$ cat src/ivpr_pkg.sv
// Constants shared by the interrupt vector, priority and reset block.
// Assumes a single system clock domain; no software-visible registers.
// Summary of operation
// - Simultaneous maskable requests are granted by fixed priority, 0 highest, 45 lowest.
// - Timer channel 10 event raises request at priority 41, vector 00056H.
// - Timer channels 11, 12, 13 raise requests at vectors 00058H, 0005AH, 0005CH.
// - Multiply/divide completion raises lowest priority 45 request, vector 0005EH.
// - Software break is non-maskable, unranked, vectored at 0007EH.
// - Watchdog overflow is a reset source, restarting through the reset vector.
// - Executing opcode FFH is an illegal instruction and causes a trap reset.
// - The illegal-instruction trap reset is suppressed under a debug emulator.
// - Low-voltage detection resets only when reset-select bit 1 is set.
// - A reset during halt ends halt, then runs a normal reset sequence.
package ivpr_pkg;
  localparam int NUM_SRC = 5;
  localparam logic [19:0] VEC_TM10 = 20'h00056;
  localparam logic [19:0] VEC_TM11 = 20'h00058;
  localparam logic [19:0] VEC_TM12 = 20'h0005a;
  localparam logic [19:0] VEC_TM13 = 20'h0005c;
  localparam logic [19:0] VEC_MULDIV = 20'h0005e;
  localparam logic [19:0] VEC_BREAK = 20'h0007e;
  localparam logic [19:0] VEC_RESET = 20'h00000;
  localparam logic [5:0] PRIO_TM10 = 6'h29;
  localparam logic [5:0] PRIO_TM11 = 6'h2a;
  localparam logic [5:0] PRIO_TM12 = 6'h2b;
  localparam logic [5:0] PRIO_TM13 = 6'h2c;
  localparam logic [5:0] PRIO_MULDIV = 6'h2d;
  localparam logic [7:0] ILLEGAL_OPCODE = 8'hff;
  localparam int LV_RESET_SEL_BIT = 1;
  localparam logic [7:0] LVCTRL_RESET = 8'h00;
  localparam logic [2:0] RESET_HOLD_CYCLES = 3'h4;
endpackage : ivpr_pkg

$ cat src/ivpr_top.sv
// Interrupt priority resolver, vector supply and reset gathering logic.
// Assumes peripherals pulse requests on clk_sys_in; reset pin and the
// power and voltage detectors are asynchronous and are synchronised here.
`timescale 1ns/100ps
`default_nettype none
module ivpr_top (
  // Clock and reset.
  input wire logic clk_sys_in,
  input wire logic rst_in,
  // Maskable request events from peripherals.
  input wire logic timer_ch10_done_irq_in,
  input wire logic timer_ch11_done_irq_in,
  input wire logic timer_ch12_done_irq_in,
  input wire logic timer_ch13_done_irq_in,
  input wire logic muldiv_done_irq_in,
  // Interrupt handshake with the core.
  input wire logic irq_ack_in,
  output logic irq_req_out,
  output logic [19:0] irq_vector_out,
  output logic [5:0] irq_prio_out,
  // Instruction execution from the core.
  input wire logic instr_exec_in,
  input wire logic [7:0] instr_opcode_in,
  input wire logic software_break_instr_in,
  input wire logic debug_emulation_in,
  output logic break_req_out,
  output logic [19:0] break_vector_out,
  // Reset sources.
  input wire logic reset_pin_n_in,
  input wire logic power_on_clear_in,
  input wire logic low_voltage_detect_in,
  input wire logic [7:0] low_voltage_ctrl_reg_in,
  input wire logic watchdog_overflow_reset_in,
  // Halt state and reset outcome.
  input wire logic halt_active_in,
  output logic halt_release_out,
  output logic core_reset_out,
  output logic pc_load_out,
  output logic [19:0] pc_vector_out,
  output logic [4:0] reset_cause_out
);
  localparam int N = ivpr_pkg::NUM_SRC;

  logic [N-1:0] evt;
  logic [N-1:0] pend;
  logic [N-1:0] grant_onehot;
  logic [N-1:0] ack_vec;
  logic pin_low_sync;
  logic pwr_clear_sync;
  logic lvd_sync;
  logic low_voltage_reset_select;
  logic trap_hit;
  logic lvd_reset;
  logic any_reset;
  logic [4:0] cause_now;
  logic [2:0] hold_reg;
  logic [2:0] hold_next;
  logic in_reset_reg;
  logic pc_load_reg;
  logic [4:0] cause_reg;
  logic [4:0] cause_next;
  logic halt_rel_reg;
  logic break_pulse_reg;
  logic [19:0] vec_reg;
  logic [19:0] vec_next;
  logic [5:0] prio_reg;
  logic [5:0] prio_next;
  logic req_reg;

  // Event bits ordered from highest to lowest default priority.
  assign evt = {muldiv_done_irq_in, timer_ch13_done_irq_in, timer_ch12_done_irq_in,
                timer_ch11_done_irq_in, timer_ch10_done_irq_in};

  // One sticky pending flag per maskable source.
  genvar g;
  generate
    for (g = 0; g < N; g++) begin : g_pend
      ivpr_pending u_pend (
        .clk_sys_in(clk_sys_in),
        .rst_in(rst_in),
        .event_in(evt[g]),
        .ack_in(ack_vec[g]),
        .pend_out(pend[g])
      );
    end
  endgenerate

  // Lowest index wins, which is the highest default priority.
  assign grant_onehot = pend & (~pend + {{(N-1){1'b0}}, 1'b1});
  assign ack_vec = grant_onehot & {N{irq_ack_in & req_reg}};

  // Vector and priority of the winning source.
  assign vec_next = grant_onehot[0] ? ivpr_pkg::VEC_TM10 :
                    grant_onehot[1] ? ivpr_pkg::VEC_TM11 :
                    grant_onehot[2] ? ivpr_pkg::VEC_TM12 :
                    grant_onehot[3] ? ivpr_pkg::VEC_TM13 :
                    ivpr_pkg::VEC_MULDIV;
  assign prio_next = grant_onehot[0] ? ivpr_pkg::PRIO_TM10 :
                     grant_onehot[1] ? ivpr_pkg::PRIO_TM11 :
                     grant_onehot[2] ? ivpr_pkg::PRIO_TM12 :
                     grant_onehot[3] ? ivpr_pkg::PRIO_TM13 :
                     ivpr_pkg::PRIO_MULDIV;

  // Asynchronous reset sources pass two flip-flops first.
  ivpr_sync2 u_sync_pin (
    .clk_sys_in(clk_sys_in),
    .rst_in(rst_in),
    .async_in(~reset_pin_n_in),
    .sync_out(pin_low_sync)
  );
  ivpr_sync2 u_sync_pwr (
    .clk_sys_in(clk_sys_in),
    .rst_in(rst_in),
    .async_in(power_on_clear_in),
    .sync_out(pwr_clear_sync)
  );
  ivpr_sync2 u_sync_lvd (
    .clk_sys_in(clk_sys_in),
    .rst_in(rst_in),
    .async_in(low_voltage_detect_in),
    .sync_out(lvd_sync)
  );

  // Reset source qualification.
  assign low_voltage_reset_select = low_voltage_ctrl_reg_in[ivpr_pkg::LV_RESET_SEL_BIT];
  assign lvd_reset = lvd_sync & low_voltage_reset_select;
  assign trap_hit = instr_exec_in & (instr_opcode_in == ivpr_pkg::ILLEGAL_OPCODE)
                    & ~debug_emulation_in;
  assign cause_now = {trap_hit, watchdog_overflow_reset_in, lvd_reset, pwr_clear_sync,
                      pin_low_sync};
  assign any_reset = |cause_now;
  assign cause_next = any_reset ? cause_now : cause_reg;
  assign hold_next = any_reset ? ivpr_pkg::RESET_HOLD_CYCLES :
                     (hold_reg != 3'h0) ? hold_reg - 3'h1 : 3'h0;

  // Reset sequencing: hold core in reset, then load the reset vector.
  always_ff @(posedge clk_sys_in) begin
    if (rst_in) begin
      hold_reg <= ivpr_pkg::RESET_HOLD_CYCLES;
      in_reset_reg <= 1'b1;
      pc_load_reg <= 1'b0;
      cause_reg <= 5'h00;
      halt_rel_reg <= 1'b0;
    end else begin
      hold_reg <= hold_next;
      in_reset_reg <= any_reset | (hold_reg != 3'h0);
      pc_load_reg <= ~any_reset & (hold_reg == 3'h1);
      cause_reg <= cause_next;
      halt_rel_reg <= any_reset & halt_active_in;
    end
  end

  // Maskable request and software break outputs.
  always_ff @(posedge clk_sys_in) begin
    if (rst_in || in_reset_reg) begin
      req_reg <= 1'b0;
      vec_reg <= ivpr_pkg::VEC_RESET;
      prio_reg <= 6'h00;
      break_pulse_reg <= 1'b0;
    end else begin
      req_reg <= (|pend) & ~(irq_ack_in & req_reg) | (|(pend & ~ack_vec));
      vec_reg <= vec_next;
      prio_reg <= prio_next;
      break_pulse_reg <= instr_exec_in & software_break_instr_in;
    end
  end

  assign irq_req_out = req_reg;
  assign irq_vector_out = vec_reg;
  assign irq_prio_out = prio_reg;
  assign break_req_out = break_pulse_reg;
  assign break_vector_out = ivpr_pkg::VEC_BREAK;
  assign core_reset_out = in_reset_reg;
  assign pc_load_out = pc_load_reg;
  assign pc_vector_out = ivpr_pkg::VEC_RESET;
  assign reset_cause_out = cause_reg;
  assign halt_release_out = halt_rel_reg;
endmodule : ivpr_top
`default_nettype wire

$ cat src/ivpr_sync2.sv
// Two-stage synchroniser for one asynchronous level.
// Assumes clk_sys_in is the only clock.
`timescale 1ns/100ps
`default_nettype none
module ivpr_sync2 (
  // Clock and reset.
  input wire logic clk_sys_in,
  input wire logic rst_in,
  // Level in and out.
  input wire logic async_in,
  output logic sync_out
);
  logic meta_reg;
  logic sync_reg;

  // The first stage feeds only the second stage.
  always_ff @(posedge clk_sys_in) begin
    if (rst_in) begin
      meta_reg <= 1'b0;
      sync_reg <= 1'b0;
    end else begin
      meta_reg <= async_in;
      sync_reg <= meta_reg;
    end
  end

  assign sync_out = sync_reg;
endmodule : ivpr_sync2
`default_nettype wire

$ cat src/ivpr_pending.sv
// Sticky pending flag for one maskable request; a new event beats the clear.
// Assumes the event and acknowledge come from logic on clk_sys_in.
`timescale 1ns/100ps
`default_nettype none
module ivpr_pending (
  // Clock and reset.
  input wire logic clk_sys_in,
  input wire logic rst_in,
  // Event and acknowledge.
  input wire logic event_in,
  input wire logic ack_in,
  output logic pend_out
);
  logic pend_reg;
  logic pend_next;

  // Set wins over clear when both land together.
  assign pend_next = event_in | (pend_reg & ~ack_in);

  // Holds the request until the core takes it.
  always_ff @(posedge clk_sys_in) begin
    if (rst_in) begin
      pend_reg <= 1'b0;
    end else begin
      pend_reg <= pend_next;
    end
  end

  assign pend_out = pend_reg;
endmodule : ivpr_pending
`default_nettype wire

$ cat config.mk
export PLATFORM = sky130hd
export DESIGN_NAME = ivpr_top
export DESIGN_NICKNAME = d
export VERILOG_FILES = /design/src/ivpr_pkg.sv /design/src/ivpr_top.sv /design/src/ivpr_sync2.sv /design/src/ivpr_pending.sv
export SDC_FILE = /design/constraint.sdc
export NUM_CORES = 1
export LEC_CHECK = 0
export BUFFER_PORTS_ARGS = -buffer_cell sky130_fd_sc_hd__buf_2
export CAP_MARGIN = 10
export CORE_MARGIN = 5
export CORE_UTILIZATION = 36
export DETAILED_ROUTE_END_ITERATION = 10
export PLACE_DENSITY = 0.75
export RECOVER_POWER = 100
export SYNTH_ARGS = -nofsm -noshare
export SYNTH_HDL_FRONTEND = slang
export SYNTH_SLANG_ARGS = --single-unit
$ cat constraint.sdc
create_clock -name clk_sys_in -period 1.32 [get_ports clk_sys_in]
set_input_delay 0.066 -clock clk_sys_in [delete_from_list [all_inputs] [get_ports clk_sys_in]]
set_output_delay 0.066 -clock clk_sys_in [all_outputs]
set_load 0.01 [all_outputs]
# Yosys cells after proc, flatten, opt, wreduce, memory -nomap -nowiden
# Cells that the tools add are included.
# word_totals
regBits	50
input_bits	32
output_inout_bits	76
# classes
n_addsub	2
n_eq_ne	2
muxes	9
bitwise	35
n_reduce_logical	9
# op_table
operator	n
$and 5x5->5	3
$reduce_or 5->1	3
$and 1x1->1	13
$mux 3	4
$not 1->1	10
$not 5->5	2
$eq 8x8->1 const B	1
$or 1x1->1	7
$reduce_or 7->1	1
$mux 2	3
$reduce_or 6->1	1
$add 5x1->5 const B	1
$reduce_or 4->1	1
$eq 3x1->1 const B	1
$reduce_bool 3->1	1
$sub 3x1->3 const B	1
$mux 1	2
$reduce_or 2->1	1
$logic_or 1x1->1	1

# Depth between registers and ports, before layout
# depth
word_depth	8
ltp_mapped	5

# Modules after synthesis
# From an unflattened synthesis, not the netlist that was laid out.
# hier_totals
cells_unflattened	174
hier_area_um2	1607.8
# by_module_without_submodules
module	n_inst	cells_each	area_each_um2
ivpr_top	1	142	1256.2
ivpr_pending	5	4	38.8
ivpr_sync2	3	4	52.6

# Least setup slack after synthesis
# No wires, ideal clock.
# synth_timing
kind	register to register
startpoint	reg u_sync_lvd.sync_reg (netlist: u_sync_lvd.sync_out)
endpoint	reg hold_reg[2]
t_arrival_ns	1.141
path_slack_ns	0.052
path_stages_with_launch	4
period_less_slack_ns	1.268
path_cell_list	dfxtp_1 > a2111oi_4 > o31ai_2 > or3_1
# synth_between
elab_chain_cells	2
# synth_rtl
item	line_no	rtl
start: declaration	ivpr_sync2.sv:14	logic sync_reg;
start signal: assignment	ivpr_sync2.sv:23	sync_reg <= meta_reg;
$and 1x1->1	ivpr_top.sv:126	assign lvd_reset = lvd_sync & low_voltage_reset_select;
$reduce_or 6->1 (no source line)	n/a	
end signal: assignment	ivpr_top.sv:139	hold_reg <= ivpr_pkg::RESET_HOLD_CYCLES;
end signal: assignment	ivpr_top.sv:145	hold_reg <= hold_next;
end: declaration	ivpr_top.sv:56	logic [2:0] hold_reg;
# No other way between the ends.
# A chain may end at the register's enable or synchronous reset.

# Final worst setup path
# Same ends and word-level chain as after synthesis.

==> metrics.md <==
| Metric | Value |
|---|---|
| Vias/cell | `3.93` |
| Starting Density | `0.374` |
| Number of CTS-inserted buffers | `5` |
| DR WL/cell | `around 10 µm` |
| Worst slack at placement | `-15.0 ps` |
| RSZ-0062 raised after global routing | `true` |
| Initial antenna violation count | `0` |
| Crit path capture type | `flip-flop` |
| Leak | `between 0.0008 and 0.0009 µW` |
| Clock Sinks | `30` |
| Area after DPL | `around 0.0016 mm²` |
| DP Wirelength | `2.19 mm` |
| GR Layer Usage met2 | `0.157` |
| Synth Register Bits | `30` |
| Synth Cell Area | `0.00151 mm²` |
| Count of cell types in the netlist | `28` |
| CTS tree | `yes` |
| Antenna Nets Post-Route | `0` |
| Drt pass-1 iters | `2` |
| Share of cells above drive strength 1 | `0.197` |
| Commonest non-fill, non-tap cell in the layout | `conb_1` |
| Core area | `0.00403 mm²` |
| Cell depth of the worst hold path | `3` |
| Avg Synthesized Cell Area | `approximately 9.2 µm²` |
| Reg2reg setup slack | `50 ps` |
| Cell row count | `23` |
| Clock slew at reported path FFs | `about 70 ps` |
| Max frequency | `789 MHz` |
| Chip width | `~75 µm` |
| Status | `finished, final reports clean` |
| Worst-path fanout max | `3` |
| Crit path kind | `reg -> reg` |
| Critical path data required time | `1480 ps` |
| Final count of pins violating max slew | `0` |
| First-pass GRT wire length | `4.00 mm` |
| DRT iter0 DRCs | `56` |
| Final setup violation count | `0` |
| Critical-path top delay cell | `a2111oi_4` |
| Post-route setup TNS | `0 ps` |
| Hold Violations, Final | `0` |
| Setup Buffers After CTS | `0` |
| H-tree levels | `2` |
| Depth of the most critical reg-to-reg path | `3` |
| Most frequent cells in the layout | `conb_1, dfxtp_1, buf_2` |
| Crit path largest cell delay | `370 ps` |
| Total track usage | `0.0949` |
| Vias in the first global route | `937` |
| Total gr overflow | `0` |
| Mapped Cells | `about 160` |
| Die Height | `74.7 µm` |
| Vias | `1,052` |
| Largest net degree at the start of global routing | `25` |
| Max Clock Skew | `about 6.9 ps` |
| Seq/Total Area, Yosys | `0.399` |
| Area grow syn2layout | `15.6%` |
| Reg area | `between 600 and 700 µm²` |
| Die area | `0.00557 mm²` |
| CTS root buffer | `clkbuf_8` |
| Worst VDD drop | `0.866 mV` |
| Utilization after layout | `0.432` |
| GR peak layer | `met2` |
| # Max-Cap Violations | `0` |
| Design Area, Final | `roughly 0.0017 mm²` |
| Final Critical Period | `1270 ps` |
| GP Congestion | `approximately 0.71` |
| CTS Buffer Depth | `2` |
| Final net count | `253` |
| Warnings from Yosys | `0` |
| Port bufs | `44` |
| DRT Wirelength | `between 2 and 3 mm` |
| M1 GR Usage | `0.102` |
| Crit-path cells | `a2111oi_4 -> o31ai_2 -> or3_1` |
| IO Pins | `108` |
| Cell Pwr Density | `1350 mW/mm²` |
| # diodes | `0` |
| Hold Crit Class | `in -> reg` |
| Setup crit start kind | `flip-flop` |
| Fill cells | `423` |
| Met3 usage | `0.0441` |
| # DRC | `0` |
| Final period utilization | `0.961` |
| Multi-input gate area | `a little over 600 µm²` |
| Setup ws final | `52.0 ps` |
| Hold Slack | `around 15 ps` |
| Clock Latency Late Sink | `280 ps` |
| CP Data Arrival Time | `~1400 ps` |
## per-stage QoR
step	cells	total power [µW]
floorplan	218	1260
CTS	268	2380
finish	268	2350
global placement	254	1210
detailed placement	254	1210
global route	268	2460
## metal layers
layer	routed length [µm]	vias up
met2	1350	59
met1	985	468
li1	-	520
met5	0	-
met4	36	0
met3	425	5
## kinds of logic after synthesis
group / count (synthesis) / share of synthesized area
buf+inv: 70 / 0.329
compound gates: 22 / 0.105
fa+ha+maj: 4 / 0.0333
simple gates: 36 / 0.129
flops: 30 / 0.399
other cells: 2 / 0.00499
## worst max-delay path: cells and delay by family (launching register included)
kind / cells / cell delay (ps)
AO/OA/AOI/OAI: 2 / 510
flip-flops: 1 / 330
AND/OR/NAND/NOR: 1 / 320
## layout make-up
class | instances | area share
inverter | 7 | 0.0151
clock buffer | 6 | 0.0474
tap | 50 | 0.0359
timing repair buffer | 55 | 0.166
clock inverter | 2 | 0.0345
multi-input combinational | 118 | 0.354
sequential | 30 | 0.347
## synthesized netlist by cell type
| cell type | number | area [µm²] |
|---|---|---|
| o21a_1 | 2 | 15.0 |
| nand4b_1 | 1 | 8.76 |
| nor3b_1 | 1 | 7.51 |
| o31ai_2 | 1 | 12.5 |
| nor2_1 | 13 | 48.8 |
| a2111oi_4 | 1 | 27.5 |
| ha_1 | 4 | 50.1 |
| a211oi_1 | 2 | 15.0 |
| inv_1 | 7 | 26.3 |
| or4_4 | 1 | 11.3 |
| nor4b_1 | 1 | 8.76 |
| and2_1 | 1 | 6.26 |
| a21oi_1 | 11 | 55.1 |
| nand2_1 | 3 | 11.3 |
| or3_1 | 2 | 12.5 |
| and3_1 | 2 | 12.5 |
| conb_1 | 2 | 7.51 |
| nand4_1 | 1 | 6.26 |
| nor2b_1 | 6 | 37.5 |
| a22oi_1 | 1 | 7.51 |
| dfxtp_1 | 30 | 601 |
| nor3_1 | 2 | 10.0 |
| clkbuf_1 | 2 | 7.51 |
| o21ai_0 | 3 | 15.0 |
| nor4_1 | 2 | 12.5 |
| buf_6 | 1 | 11.3 |
| buf_4 | 60 | 450 |
| o31a_2 | 1 | 10.0 |
## path summary, 6_finish.rpt
path,end,startpoint
worst min-delay path,g_pend[4].u_pend.pend_out,muldiv_done_irq_in
worst max-delay path,hold_reg[2],u_sync_lvd.sync_out
worst max register to register,hold_reg[2],u_sync_lvd.sync_out
worst min register to register,u_sync_lvd.sync_out,u_sync_lvd.meta_reg
## timing repair
item	4_1_cts	5_1_grt
gates cloned	0	0
pin swaps	1	0
hold buffers	6	0
resized for setup	0	3
setup endpoints to repair	1	3
endpoints found under the hold margin	6	0
## where the power goes
| group | switching (µW) | total, µW | internal, µW |
|---|---|---|---|
| combinational | 159 | 246 | 87.7 |
| sequential | 19.9 | 961 | 941 |
| clock | 340 | 1140 | 805 |
| total | 518 | 2350 | 1830 |
Note: power is estimated with default switching activity, not from simulation.
